<file path="config.mk">
export PLATFORM = sky130hd
export DESIGN_NAME = trace_comparator_aux_control
export DESIGN_NICKNAME = d
export VERILOG_FILES = /design/src/rtl/trace_cmp_pkg.sv /design/src/rtl/trace_comparator_aux_control.sv
export VERILOG_INCLUDE_DIRS = /design/src /design/src/rtl
export SDC_FILE = /design/constraint.sdc
export NUM_CORES = 2
export LEC_CHECK = 0
export ABC_CLOCK_PERIOD_IN_PS = 4400
export BUFFER_PORTS_ARGS = -buffer_cell sky130_fd_sc_hd__buf_4
export CORE_MARGIN = 2
export CORE_UTILIZATION = 35
export CTS_CLUSTER_SIZE = 28
export DETAILED_ROUTE_END_ITERATION = 10
export SETUP_SLACK_MARGIN = 0.2
export SLEW_MARGIN = 20
export SYNTH_ARGS = -nofsm -noshare
export SYNTH_HDL_FRONTEND = slang
export SYNTH_SLANG_ARGS = --single-unit
</file>
<file path="constraint.sdc">
create_clock -name mclk -period 4.4 [get_ports mclk]
set_input_delay 0 -clock mclk [delete_from_list [all_inputs] [get_ports mclk]]
set_output_delay 0 -clock mclk [all_outputs]
set_load 0.01 [all_outputs]
</file>
<file path="src/rtl/trace_cmp_defs.svh">
// Offsets, field positions, reset values and codes of the trace comparator block
`ifndef TRACE_CMP_DEFS_SVH
`define TRACE_CMP_DEFS_SVH

// ************************************************************
// Register offsets (byte addresses)
// ************************************************************
`define TCA_VAL_BASE   12'h400
`define TCA_VAL_LAST   12'h43c
`define TCA_QUAL_BASE  12'h480
`define TCA_QUAL_LAST  12'h4bc
`define TCA_AUTH_OFS   12'hfb8
`define TCA_AUTH_HI    12'hfbc
`define TCA_AUX_OFS    12'h018

// ************************************************************
// Qualifier fields
// ************************************************************
`define TCA_NS_EL0_BIT 12
`define TCA_S_EL0_BIT  8
`define TCA_S_EL1_BIT  9
`define TCA_S_EL3_BIT  11
`define TCA_CTX_MSB    3
`define TCA_CTX_LSB    2
`define TCA_CTX_NONE   2'h0
`define TCA_CTX_CID    2'h1
`define TCA_CTX_VIRTUAL_MACHINE_IDENTIFIER   2'h2
`define TCA_CTX_BOTH   2'h3
`define TCA_QUAL_WMASK 16'h7b0c

// ************************************************************
// Auxiliary control bits
// ************************************************************
`define TCA_AUX_FLUSH_RDY 0
`define TCA_AUX_IDLE_ACK  1
`define TCA_AUX_FRC_OVF   2
`define TCA_AUX_SYNC_ALW  3
`define TCA_AUX_TS_ALW    4
`define TCA_AUX_AUTH_FL   5
`define TCA_AUX_OVF_ALW   6
`define TCA_AUX_CLK_RUN   7
`define TCA_AUX_DBG_FL    8

// ************************************************************
// Status codes and reset values
// ************************************************************
`define TCA_STAT_OFF   2'h2
`define TCA_STAT_ON    2'h3
`define TCA_STAT_NONE  2'h0
`define TCA_VAL_RST    64'h0000000000000000
`define TCA_QUAL_RST   16'h0000
`define TCA_AUX_RST    9'h000

`endif

</file>
<file path="src/rtl/trace_cmp_pkg.sv">
// Types shared by the trace comparator block
`default_nettype none
package trace_cmp_pkg;
  // Full comparator address
  typedef logic [63:0] cmp_addr_t;
  // Stored low half of a qualifier
  typedef logic [15:0] qual_t;
  // Auxiliary override bits
  typedef logic [8:0]  aux_t;
  // Three-stage pin synchroniser
  typedef logic [2:0]  sync_t;
endpackage
`default_nettype wire

</file>
<file path="src/rtl/trace_comparator_aux_control.sv">
// Trace comparator qualification, permission status and auxiliary overrides
`timescale 1ns/1ps
`default_nettype none
`include "trace_cmp_defs.svh"

module trace_comparator_aux_control #(
  parameter int NUM_CMP = 8
) (
  input  wire logic        mclk,
  input  wire logic        rst,
  // Debug register port
  input  wire logic        dbg_sel,
  input  wire logic        dbg_write,
  input  wire logic [11:0] dbg_addr,
  input  wire logic [31:0] dbg_wdata,
  output var  logic [31:0] dbg_rdata,
  output var  logic        dbg_ack,
  // Enable pins from outside
  input  wire logic        noninvasive_debug_enable,
  input  wire logic        invasive_debug_enable,
  input  wire logic        secure_noninv_enable,
  // Core address stream
  input  wire logic        cmp_valid,
  input  wire logic [63:0] cmp_addr,
  input  wire logic        cmp_secure,
  input  wire logic [1:0]  cmp_level,
  input  wire logic        ctxid_match,
  input  wire logic        virtual_machine_identifier_match,
  output var  logic [7:0]  addr_match,
  // Trace unit status in
  input  wire logic        debug_state_entry,
  input  wire logic        trace_idle,
  input  wire logic        fifo_drained,
  input  wire logic        trace_activity_low,
  input  wire logic        ts_request,
  input  wire logic        sync_request,
  input  wire logic        sync_delayed,
  // Trace unit controls out
  output var  logic        trace_flush_req,
  output var  logic        trace_idle_req,
  output var  logic        core_if_clock_run,
  output var  logic        core_if_overflow_ok,
  output var  logic        ts_insert,
  output var  logic        sync_insert,
  output var  logic        fifo_force_overflow,
  output var  logic        idle_ack,
  output var  logic        flush_ready
);

  // ************************************************************
  // Elaboration checks
  // ************************************************************
  // The address window only has room for eight comparators
  if (NUM_CMP < 1 || NUM_CMP > 8) begin : g_bad_num
    $error("NUM_CMP must be 1 to 8");
  end

  // ************************************************************
  // State
  // ************************************************************
  typedef struct packed {
    trace_cmp_pkg::cmp_addr_t [7:0] val;   // Compare addresses
    trace_cmp_pkg::qual_t [7:0]     qual;  // Qualifier low halves
    trace_cmp_pkg::aux_t            aux;   // Override bits
    trace_cmp_pkg::sync_t [2:0]     sync;  // Pin synchronisers
    logic [2:0]                     pin;   // Filtered pin levels
    logic                           low;   // Permission low, last cycle
    logic [31:0]                    rdata; // Read answer
    logic                           ack;   // Access answered
    logic [7:0]                     match; // Qualified matches
    logic                           flush; // Flush request
    logic                           idle;  // Idle request
    logic                           clk_run;
    logic                           ovf_ok;
    logic                           ts;
    logic                           sy;
    logic                           fovf;
    logic                           iack;
    logic                           frdy;
  } state_s;

  state_s st_ff;   // Registered state
  state_s nxt_st;  // Next state

  // ************************************************************
  // Decode helpers
  // ************************************************************
  // Word address inside an inclusive window
  function automatic logic in_win(input logic [11:0] a,
                                  input logic [11:0] lo,
                                  input logic [11:0] hi);
    in_win = (a >= lo) && (a <= hi);
  endfunction

  // Comparator index lies below the built count
  function automatic logic cmp_exists(input logic [2:0] idx);
    cmp_exists = (int'(idx) < NUM_CMP);
  endfunction

  // Security state and level filter
  function automatic logic level_ok(input trace_cmp_pkg::qual_t q,
                                    input logic sec,
                                    input logic [1:0] el);
    logic ok;
    ok = 1'b0;
    if (sec) begin
      // Secure EL2 has no control bit, so never compares
      // Secure level gate
      case (el)
        2'h0:    ok = ~q[`TCA_S_EL0_BIT];
        2'h1:    ok = ~q[`TCA_S_EL1_BIT];
        2'h3:    ok = ~q[`TCA_S_EL3_BIT];
        default: ok = 1'b0;
      endcase
    end else begin
      // Non-secure EL3 does not exist, so never compares
      // Non-secure level gate
      case (el)
        2'h0:    ok = ~q[`TCA_NS_EL0_BIT];
        2'h1:    ok = ~q[`TCA_NS_EL0_BIT + 1];
        2'h2:    ok = ~q[`TCA_NS_EL0_BIT + 2];
        default: ok = 1'b0;
      endcase
    end
    level_ok = ok;
  endfunction

  // Context qualification of an address hit
  function automatic logic ctx_ok(input trace_cmp_pkg::qual_t q,
                                  input logic cid,
                                  input logic vm);
    logic ok;
    ok = 1'b0;
    case (q[`TCA_CTX_MSB:`TCA_CTX_LSB])
      `TCA_CTX_NONE: ok = 1'b1;
      `TCA_CTX_CID:  ok = cid;
      `TCA_CTX_VIRTUAL_MACHINE_IDENTIFIER: ok = vm;
      `TCA_CTX_BOTH: ok = cid & vm;
      default:       ok = 1'b0;
    endcase
    ctx_ok = ok;
  endfunction

  // ************************************************************
  // Next state
  // ************************************************************
  // Decode fields of the current access
  logic [2:0] acc_idx;  // Comparator index
  logic       acc_hi;   // Upper word of a 64-bit register
  logic       perm_low; // Either enable pin low
  logic [2:0] pins_in;  // Raw pin levels

  assign acc_idx = dbg_addr[5:3];
  assign acc_hi  = dbg_addr[2];
  assign pins_in = {secure_noninv_enable, invasive_debug_enable,
                    noninvasive_debug_enable};

  // All state advances from one combinational copy
  always_comb begin
    nxt_st = st_ff;

    // Pins: the first stage only feeds the second
    for (int p = 0; p < 3; p++) begin
      nxt_st.sync[p] = {st_ff.sync[p][1:0], pins_in[p]};
      // Accept a level once the last two stages agree
      if (st_ff.sync[p][1] == st_ff.sync[p][2]) begin
        nxt_st.pin[p] = st_ff.sync[p][2];
      end
    end

    // Register writes
    nxt_st.ack = dbg_sel;
    if (dbg_sel && dbg_write) begin
      if (in_win(dbg_addr, `TCA_VAL_BASE, `TCA_VAL_LAST) && cmp_exists(acc_idx)) begin
        if (acc_hi) begin
          nxt_st.val[acc_idx][63:32] = dbg_wdata;
        end else begin
          nxt_st.val[acc_idx][31:0] = dbg_wdata;
        end
      end else if (in_win(dbg_addr, `TCA_QUAL_BASE, `TCA_QUAL_LAST)
                   && cmp_exists(acc_idx) && !acc_hi) begin
        nxt_st.qual[acc_idx] = dbg_wdata[15:0] & `TCA_QUAL_WMASK;
      end else if (dbg_addr == `TCA_AUX_OFS) begin
        nxt_st.aux = dbg_wdata[8:0];
      end
      // Other writes, including read-only status, are ignored
    end

    // Register reads; unmapped words read zero
    nxt_st.rdata = 32'h0000_0000;
    if (dbg_sel && !dbg_write) begin
      if (in_win(dbg_addr, `TCA_VAL_BASE, `TCA_VAL_LAST) && cmp_exists(acc_idx)) begin
        nxt_st.rdata = acc_hi ? st_ff.val[acc_idx][63:32] : st_ff.val[acc_idx][31:0];
      end else if (in_win(dbg_addr, `TCA_QUAL_BASE, `TCA_QUAL_LAST)
                   && cmp_exists(acc_idx) && !acc_hi) begin
        nxt_st.rdata = {16'h0000, st_ff.qual[acc_idx]};
      end else if (dbg_addr == `TCA_AUTH_OFS) begin
        nxt_st.rdata[7:6] = (st_ff.pin[2] && st_ff.pin[0]) ? `TCA_STAT_ON : `TCA_STAT_OFF;
        nxt_st.rdata[5:4] = `TCA_STAT_NONE;
        nxt_st.rdata[3:2] = st_ff.pin[0] ? `TCA_STAT_ON : `TCA_STAT_OFF;
        nxt_st.rdata[1:0] = `TCA_STAT_NONE;
      end else if (dbg_addr == `TCA_AUX_OFS) begin
        nxt_st.rdata = {23'h000000, st_ff.aux};
      end
    end

    // Address comparators, one per slot
    for (int i = 0; i < 8; i++) begin
      nxt_st.match[i] = (i < NUM_CMP) && cmp_valid
                        && (cmp_addr == st_ff.val[i])
                        && level_ok(st_ff.qual[i], cmp_secure, cmp_level)
                        && ctx_ok(st_ff.qual[i], ctxid_match,
                                  virtual_machine_identifier_match);
    end

    // Permission drop: flush once on the fall, hold idle while low
    nxt_st.low = perm_low;
    nxt_st.flush = (debug_state_entry && !st_ff.aux[`TCA_AUX_DBG_FL])
                   || (perm_low && !st_ff.low && !st_ff.aux[`TCA_AUX_AUTH_FL]);
    nxt_st.idle = perm_low && !st_ff.aux[`TCA_AUX_AUTH_FL];

    nxt_st.clk_run = st_ff.aux[`TCA_AUX_CLK_RUN];
    nxt_st.ovf_ok = st_ff.aux[`TCA_AUX_OVF_ALW];
    nxt_st.ts = ts_request && (trace_activity_low || st_ff.aux[`TCA_AUX_TS_ALW]);
    nxt_st.sy = sync_request && (trace_activity_low || st_ff.aux[`TCA_AUX_SYNC_ALW]);
    nxt_st.fovf = sync_delayed && st_ff.aux[`TCA_AUX_FRC_OVF];
    nxt_st.iack = trace_idle || st_ff.aux[`TCA_AUX_IDLE_ACK];
    nxt_st.frdy = trace_idle || fifo_drained || st_ff.aux[`TCA_AUX_FLUSH_RDY];

    // Synchronous reset to defined values
    if (rst) begin
      nxt_st.val   = {8{`TCA_VAL_RST}};
      nxt_st.qual  = {8{`TCA_QUAL_RST}};
      nxt_st.aux   = `TCA_AUX_RST;
      nxt_st.sync  = '0;
      nxt_st.pin   = 3'h0;
      nxt_st.low   = 1'b1;
      nxt_st.rdata = 32'h0000_0000;
      nxt_st.ack   = 1'b0;
      nxt_st.match = 8'h00;
      nxt_st.flush = 1'b0;
      nxt_st.idle  = 1'b0;
      nxt_st.clk_run = 1'b0;
      nxt_st.ovf_ok  = 1'b0;
      nxt_st.ts    = 1'b0;
      nxt_st.sy    = 1'b0;
      nxt_st.fovf  = 1'b0;
      nxt_st.iack  = 1'b0;
      nxt_st.frdy  = 1'b0;
    end
  end

  // Either filtered enable low means tracing not permitted
  assign perm_low = !st_ff.pin[0] || !st_ff.pin[1];

  // ************************************************************
  // State register
  // ************************************************************
  // Single clocked process, reset handled in the copy above
  always_ff @(posedge mclk) begin
    st_ff <= nxt_st;
  end

  // ************************************************************
  // Outputs
  // ************************************************************
  // Every output is a field of the state register
  assign dbg_rdata           = st_ff.rdata;
  assign dbg_ack             = st_ff.ack;
  assign addr_match          = st_ff.match;
  assign trace_flush_req     = st_ff.flush;
  assign trace_idle_req      = st_ff.idle;
  assign core_if_clock_run   = st_ff.clk_run;
  assign core_if_overflow_ok = st_ff.ovf_ok;
  assign ts_insert           = st_ff.ts;
  assign sync_insert         = st_ff.sy;
  assign fifo_force_overflow = st_ff.fovf;
  assign idle_ack            = st_ff.iack;
  assign flush_ready         = st_ff.frdy;

endmodule // trace_comparator_aux_control
`default_nettype wire

</file>
# Word-level counts from Yosys, hierarchy flattened
# Cells that the tools add are included.
# word_totals
regBits	712
input_bits	128
out_inout_bits	50
elab_cells	253
# op_classes
order_cmp	6
eq_ne	40
muxes	54
n_bitwise	52
n_reduce_logical	65
# op_table
operator	count
512-bit bitwise mux	2
64-bit equality test	8
512-bit 2-to-1 mux	1
64-bit demux with 3-bit select	2
64-bit binary-select mux with 3-bit select	1
128-bit bitwise mux	1
32-bit 2-to-1 mux	4
64-bit 2-to-1 mux	2
1-bit NOT	51
16-bit binary-select mux with 3-bit select	1
16-bit demux with 3-bit select	1
1-bit case mux with 3 select lines	16
1-bit logical AND	38
2-bit equality test, second input constant	18
16-bit 2-to-1 mux	2
1-bit case mux with 4 select lines	8
12-bit by 11-bit greater-or-equal comparator with 1-bit output, second input constant	2
12-bit by 11-bit <= comparator with 1-bit output, second input constant	2
24-bit 2-to-1 mux	1
2-bit by 1-bit equality test with 1-bit output, second input constant	9
2-bit zero test	9
12-bit equality test, second input constant	1
12-bit by 5-bit equality test with 1-bit output, second input constant	1
1-bit 2-to-1 mux	10
12 further kinds	26

# Depth between registers and ports, before layout
# logic_depth
depth_word	6
depth_mapped	10
ltp_nobuf	5

# Least setup slack after synthesis
# OpenSTA, ideal clock, no wires.
# synth_path
path_kind	input -> register
startpoint	input dbg_addr[9]
endpoint	register st_ff[689] (netlist name)
setup_time_ns	0.128
t_arrival_ns	1.876
required_time_ns	4.272
slack_ns	2.396
stages	9
n_path_buf	4
path_cell_list	or3_1 buf_2 or3_1 buf_2 buf_6 nor3_4 buf_6 mux2i_1 nor2_1
# synth_via
elab_chain_cells	3
elab_cells_between_ends	4
classes_between	order compare (2); reduce/logical (2)
# synth_rtl
item	line	rtl
start, declared	trace_comparator_aux_control.sv:14	input wire logic [11:0] dbg_addr,
12-bit by 11-bit greater-or-equal comparator with 1-bit output or 12-bit by 11-bit <= comparator with 1-bit output (tied branches)	trace_comparator_aux_control.sv:92	in_win = (a >= lo) && (a <= hi);
1-bit logical AND *	trace_comparator_aux_control.sv:92	
2-bit AND reduction (no source line) *	-	
end signal, assigned	trace_comparator_aux_control.sv:261	st_ff <= nxt_st;
end, declared	trace_comparator_aux_control.sv:82	state_s st_ff;
# Every way passes the cells marked *; elsewhere a longest branch is shown, timed or not.
# A chain may end at the register's enable or synchronous reset.

# Worst setup path after layout
# layout_path
startpoint	register st_ff[387] (netlist name)
endpoint	register st_ff, in the netlist addr_match[2]
# layout_via
elab_chain_cells	4
# layout_rtl
item	line	rtl
64-bit equality test	trace_comparator_aux_control.sv:210	&& (cmp_addr == st_ff.val[i])
1-bit logical AND	trace_comparator_aux_control.sv:210	
1-bit logical AND	trace_comparator_aux_control.sv:211	&& level_ok(st_ff.qual[i], cmp_secure, cmp_level)
1-bit logical AND	trace_comparator_aux_control.sv:212	&& ctx_ok(st_ff.qual[i], ctxid_match,
# No other way between the ends.

==> run summary <==
DRT
--------------------------------------------------------------------------------
Antenna-violating nets left .......................................            0
Total routed wirelength ...........................................   220,000 µm
Iter 0 DRT Violations .............................................        6,674
DRC violation count after routing .................................            2
Per-cell via count in the routed design ...........................         6.49
First-pass DRT Iterations .........................................           10
Post-detailed-route wirelength per cell ...........................      39.6 µm
Detailed-route via count ..........................................       36,200

PLACE
--------------------------------------------------------------------------------
Input/output buffers ..............................................          177
Post-place instance area ..........................................   36,100 µm²
Final weighted congestion in routability-driven placement .........         1.13
Detailed-placement wirelength estimate ............................   161,000 µm

WORST SETUP PATH
--------------------------------------------------------------------------------
Source of the worst register-to-register timing path ..............   st_ff[387]
End of the critical path .......................................... addr_match[2]
Number of cells on the worst reg-to-reg path ......................            6
Critical path endpoint category ...................................         flop
CP Data Arrival Time ..............................................      4320 ps
Crit Path Max Fanout ..............................................            3
Endpoint required time on the critical path .......................      5010 ps
Type of element launching the critical path .......................         flop
Critical Path Source ..............................................   st_ff[387]
Slack of the worst reg-to-reg path ................................       690 ps
Reg-to-reg endpoint ............................................... addr_match[2]
Setup Crit Path Kind .............................................. flop to flop

SYNTH
--------------------------------------------------------------------------------
Number of storage elements in the synthesis netlist ...............          648
Count of flip-flops with a built-in enable after synthesis ........            0
Library cell with the largest summed area after synthesis ......... sky130_fd_sc_hd__dfxtp_1
Fraction of synthesized cell area taken by the top area cell type .        38.3%
Yosys warning total ...............................................            0
Post-synth top cells .............................................. sky130_fd_sc_hd__nand2_1, sky130_fd_sc_hd__dfxtp_1, sky130_fd_sc_hd__a21oi_1, sky130_fd_sc_hd__clkbuf_1, sky130_fd_sc_hd__xnor2_1
Post-synthesis cell type count ....................................           71
Area of the mapped netlist ........................................   33,900 µm²
Sequential cell area fraction in the yosys report .................        38.3%
Total nets after synthesis ........................................        4,327
Average cell area after synthesis .................................     8.07 µm²
Post-Synthesis Cells ..............................................        4,199
Most frequently used flop master after synthesis .................. sky130_fd_sc_hd__dfxtp_1
Async set or reset register ratio after synthesis .................           0%
Main area contributors after synthesis ............................ sky130_fd_sc_hd__dfxtp_1, sky130_fd_sc_hd__nand2_1, sky130_fd_sc_hd__a21oi_1
Most common cell in the netlist ................................... sky130_fd_sc_hd__nand2_1

FLOORPLAN
--------------------------------------------------------------------------------
Effective utilization at floorplan ................................        35.2%
Number of placement rows ..........................................          114
Number of primary I/O pins ........................................          178
Die outline area ..................................................   99,400 µm²
Vert. Die Dim .....................................................       315 µm
Die outline width .................................................       315 µm
Core Area .........................................................   96,300 µm²

CTS
--------------------------------------------------------------------------------
Clock latency on the worst-skew pair ..............................       710 ps
Number of setup buffers added after CTS ...........................            0
Clock tree from TritonCTS .........................................        built
Clk Tree Root Cell ................................................ sky130_fd_sc_hd__clkbuf_16
Clock-pin transition on the worst setup and hold timing paths .....        60 ps
TritonCTS Buffers .................................................           76
Maximum buffer depth of the clock tree ............................            3
Clk sinks .........................................................          648
Deepest level of the CTS H-tree ...................................            3

GLOBAL ROUTE
--------------------------------------------------------------------------------
Vias in the first global route ....................................       32,200
Global route overflow .............................................            0
Overall routing resource usage ....................................        43.1%
Largest net degree at the start of global routing .................          186
First-pass GRT wire length ........................................   291,000 µm
Antenna violations before repair ..................................           29

TIMING
--------------------------------------------------------------------------------
Relative max-transition margin ....................................        14.9%
Largest clock skew in the final design ............................      42.6 ps
Setup repair after global routing missed its margin ...............           no
Final number of setup-violating endpoints .........................            0
Fin. max-slew vios ................................................            0
Final hold violation count ........................................            0
Measured slew at the worst slew-check pin .........................      1270 ps
Post-route fraction of the period consumed by the critical path ...        84.2%
Worst hold slack after final layout ...............................      17.0 ps
Max Clock Freq ....................................................      270 MHz
Summed negative setup slack over all endpoints ....................         0 ps
Final worst path period need ......................................      3710 ps

POWER
--------------------------------------------------------------------------------
Pwr per Cell Area .................................................   363 nW/µm²
Maximum resistive drop on vdd .....................................   0.000263 V
Leakage power figure ..............................................      13.4 nW

LAYOUT
--------------------------------------------------------------------------------
Area delta synth->final ...........................................        16.4%
Final core utilization ............................................        41.0%
Cell area after layout ............................................   39,500 µm²
Final #Nets .......................................................        4,351
Share of post-route cells with drive strength above 1 .............        13.1%

OUTCOME
--------------------------------------------------------------------------------
Violations in the final reports ................................... design-rule violations
Status ............................................................ finished with violations

MIN PATH
--------------------------------------------------------------------------------
Worst hold path type .............................................. primary input to flop

JOB
--------------------------------------------------------------------------------
# Max-Cap Violations ..............................................            0

[report_power, final]
part / switching, mW / leakage, nW / internal (mW)
sequential: 0.00417 / 5.22 / 5.87
clock: 2.86 / 1.28 / 4.00
combinational: 1.20 / 6.90 / 0.385
[final cells by class]
type | count | area (µm²)
multi-input cells | 3037 | 18800
clock buffers | 108 | 2260
clock inverters | 30 | 378
diodes | 8 | 20.0
well taps | 1276 | 1600
flip-flops and latches | 648 | 13000
fillers | 9748 | 56800
repair buffers | 367 | 3070
inverters | 93 | 349
[metal layers]
| layer | vias to the layer above | part of all wire, % | GRT usage [%] | routed length (µm) |
|---|---|---|---|---|
| met3 | 859 | 14 | 16.9 | 30300 |
| met1 | 17700 | 37 | 53.4 | 82000 |
| met4 | 30 | 9.0 | 30.2 | 19900 |
| met2 | 3052 | 40 | 60.6 | 87900 |
| li1 | 14500 | - | - | - |
| met5 | - | 0.14 | 0.725 | 304 |
[metrics by stage]
stage / instances / setup WS (ps) / power, mW
6_report: 5567 / 694 / 14.3
5_1_grt: 5559 / 908 / 14.5
4_1_cts: 5559 / 970 / 14.2
3_5_place_dp: 5351 / 1450 / 7.42
3_3_place_gp: 5351 / 1490 / 7.44
2_1_floorplan: 4199 / 2400 / 6.66
[flip-flops by register name, summed over array words and instances (netlist names)]
name                 count
st_ff                  598
dbg_rdata               32
addr_match               8
core_if_clock_run        1
core_if_overflow_ok      1
dbg_ack                  1
fifo_force_overflow      1
flush_ready              1
idle_ack                 1
sync_insert              1
trace_flush_req          1
trace_idle_req           1
ts_insert                1
[repair_timing]
action                                 4_1_cts  5_1_grt
hold buffers                                70        0
endpoints found under the hold margin      614        0
resized for setup                            0        0
[layout by cell type (no fill, tap or decap), drive strengths merged, types with 8 or more instances in the layout]
cell type      n
nor4          79
and2          10
xnor2        212
o2bb2ai       24
a221oi        64
inv           93
diode          8
a221o         16
clkbuf       108
a22o          28
dfxtp        648
a2111oi       10
nand3         73
clkinv        17
mux2i        188
nand2        929
a21oi        488
mux4          27
nor2b         32
o2111ai       14
mux2          72
a211oi        14
nand4         76
buf          297
xor2         159
nand2b        39
a22oi         48
o22ai         53
dlygate4sd3   70
nor2         172
o221ai        32
nor3          28
o21ai         60
o211ai        18
[worst max-delay path: stages, from the launching register on]
cell and delay (ps):
sky130_fd_sc_hd__dfxtp_1 330, sky130_fd_sc_hd__xnor2_1 700, sky130_fd_sc_hd__nand4_1 590, sky130_fd_sc_hd__nor2_1 590, sky130_fd_sc_hd__nand4_1 320, sky130_fd_sc_hd__nor4_1 470, sky130_fd_sc_hd__dlygate4sd3_1 630
[worst min-delay path by stage]
stage / startpoint / endpoint / slack, ps / depth (start not counted)
after floorplan: trace_idle / idle_ack / 120 / 2
after global placement: fifo_drained / flush_ready / 210 / 3
after detailed placement: fifo_drained / flush_ready / 220 / 3
after CTS: dbg_addr[3] / dbg_rdata[22] / 5 / 3
after global routing: dbg_addr[6] / dbg_rdata[7] / 50 / 6
final: dbg_addr[6] / dbg_rdata[7] / 20 / 6
[logic make-up (layout without fill, tap and decap cells)]
family                    Yosys count  in the layout  synth area share [%]
DFF                               648            648                  38.3
buffers and inverters             514            598                  6.61
AOI/OAI and AO/OA                 903            903                  16.6
xor gates and xnor gates          371            371                  9.59
other                               0              8                     0
and+or+nand+nor                  1476           1476                  19.2
muxes                             287            287                  9.74
Note: power is estimated with default switching activity, not from simulation.
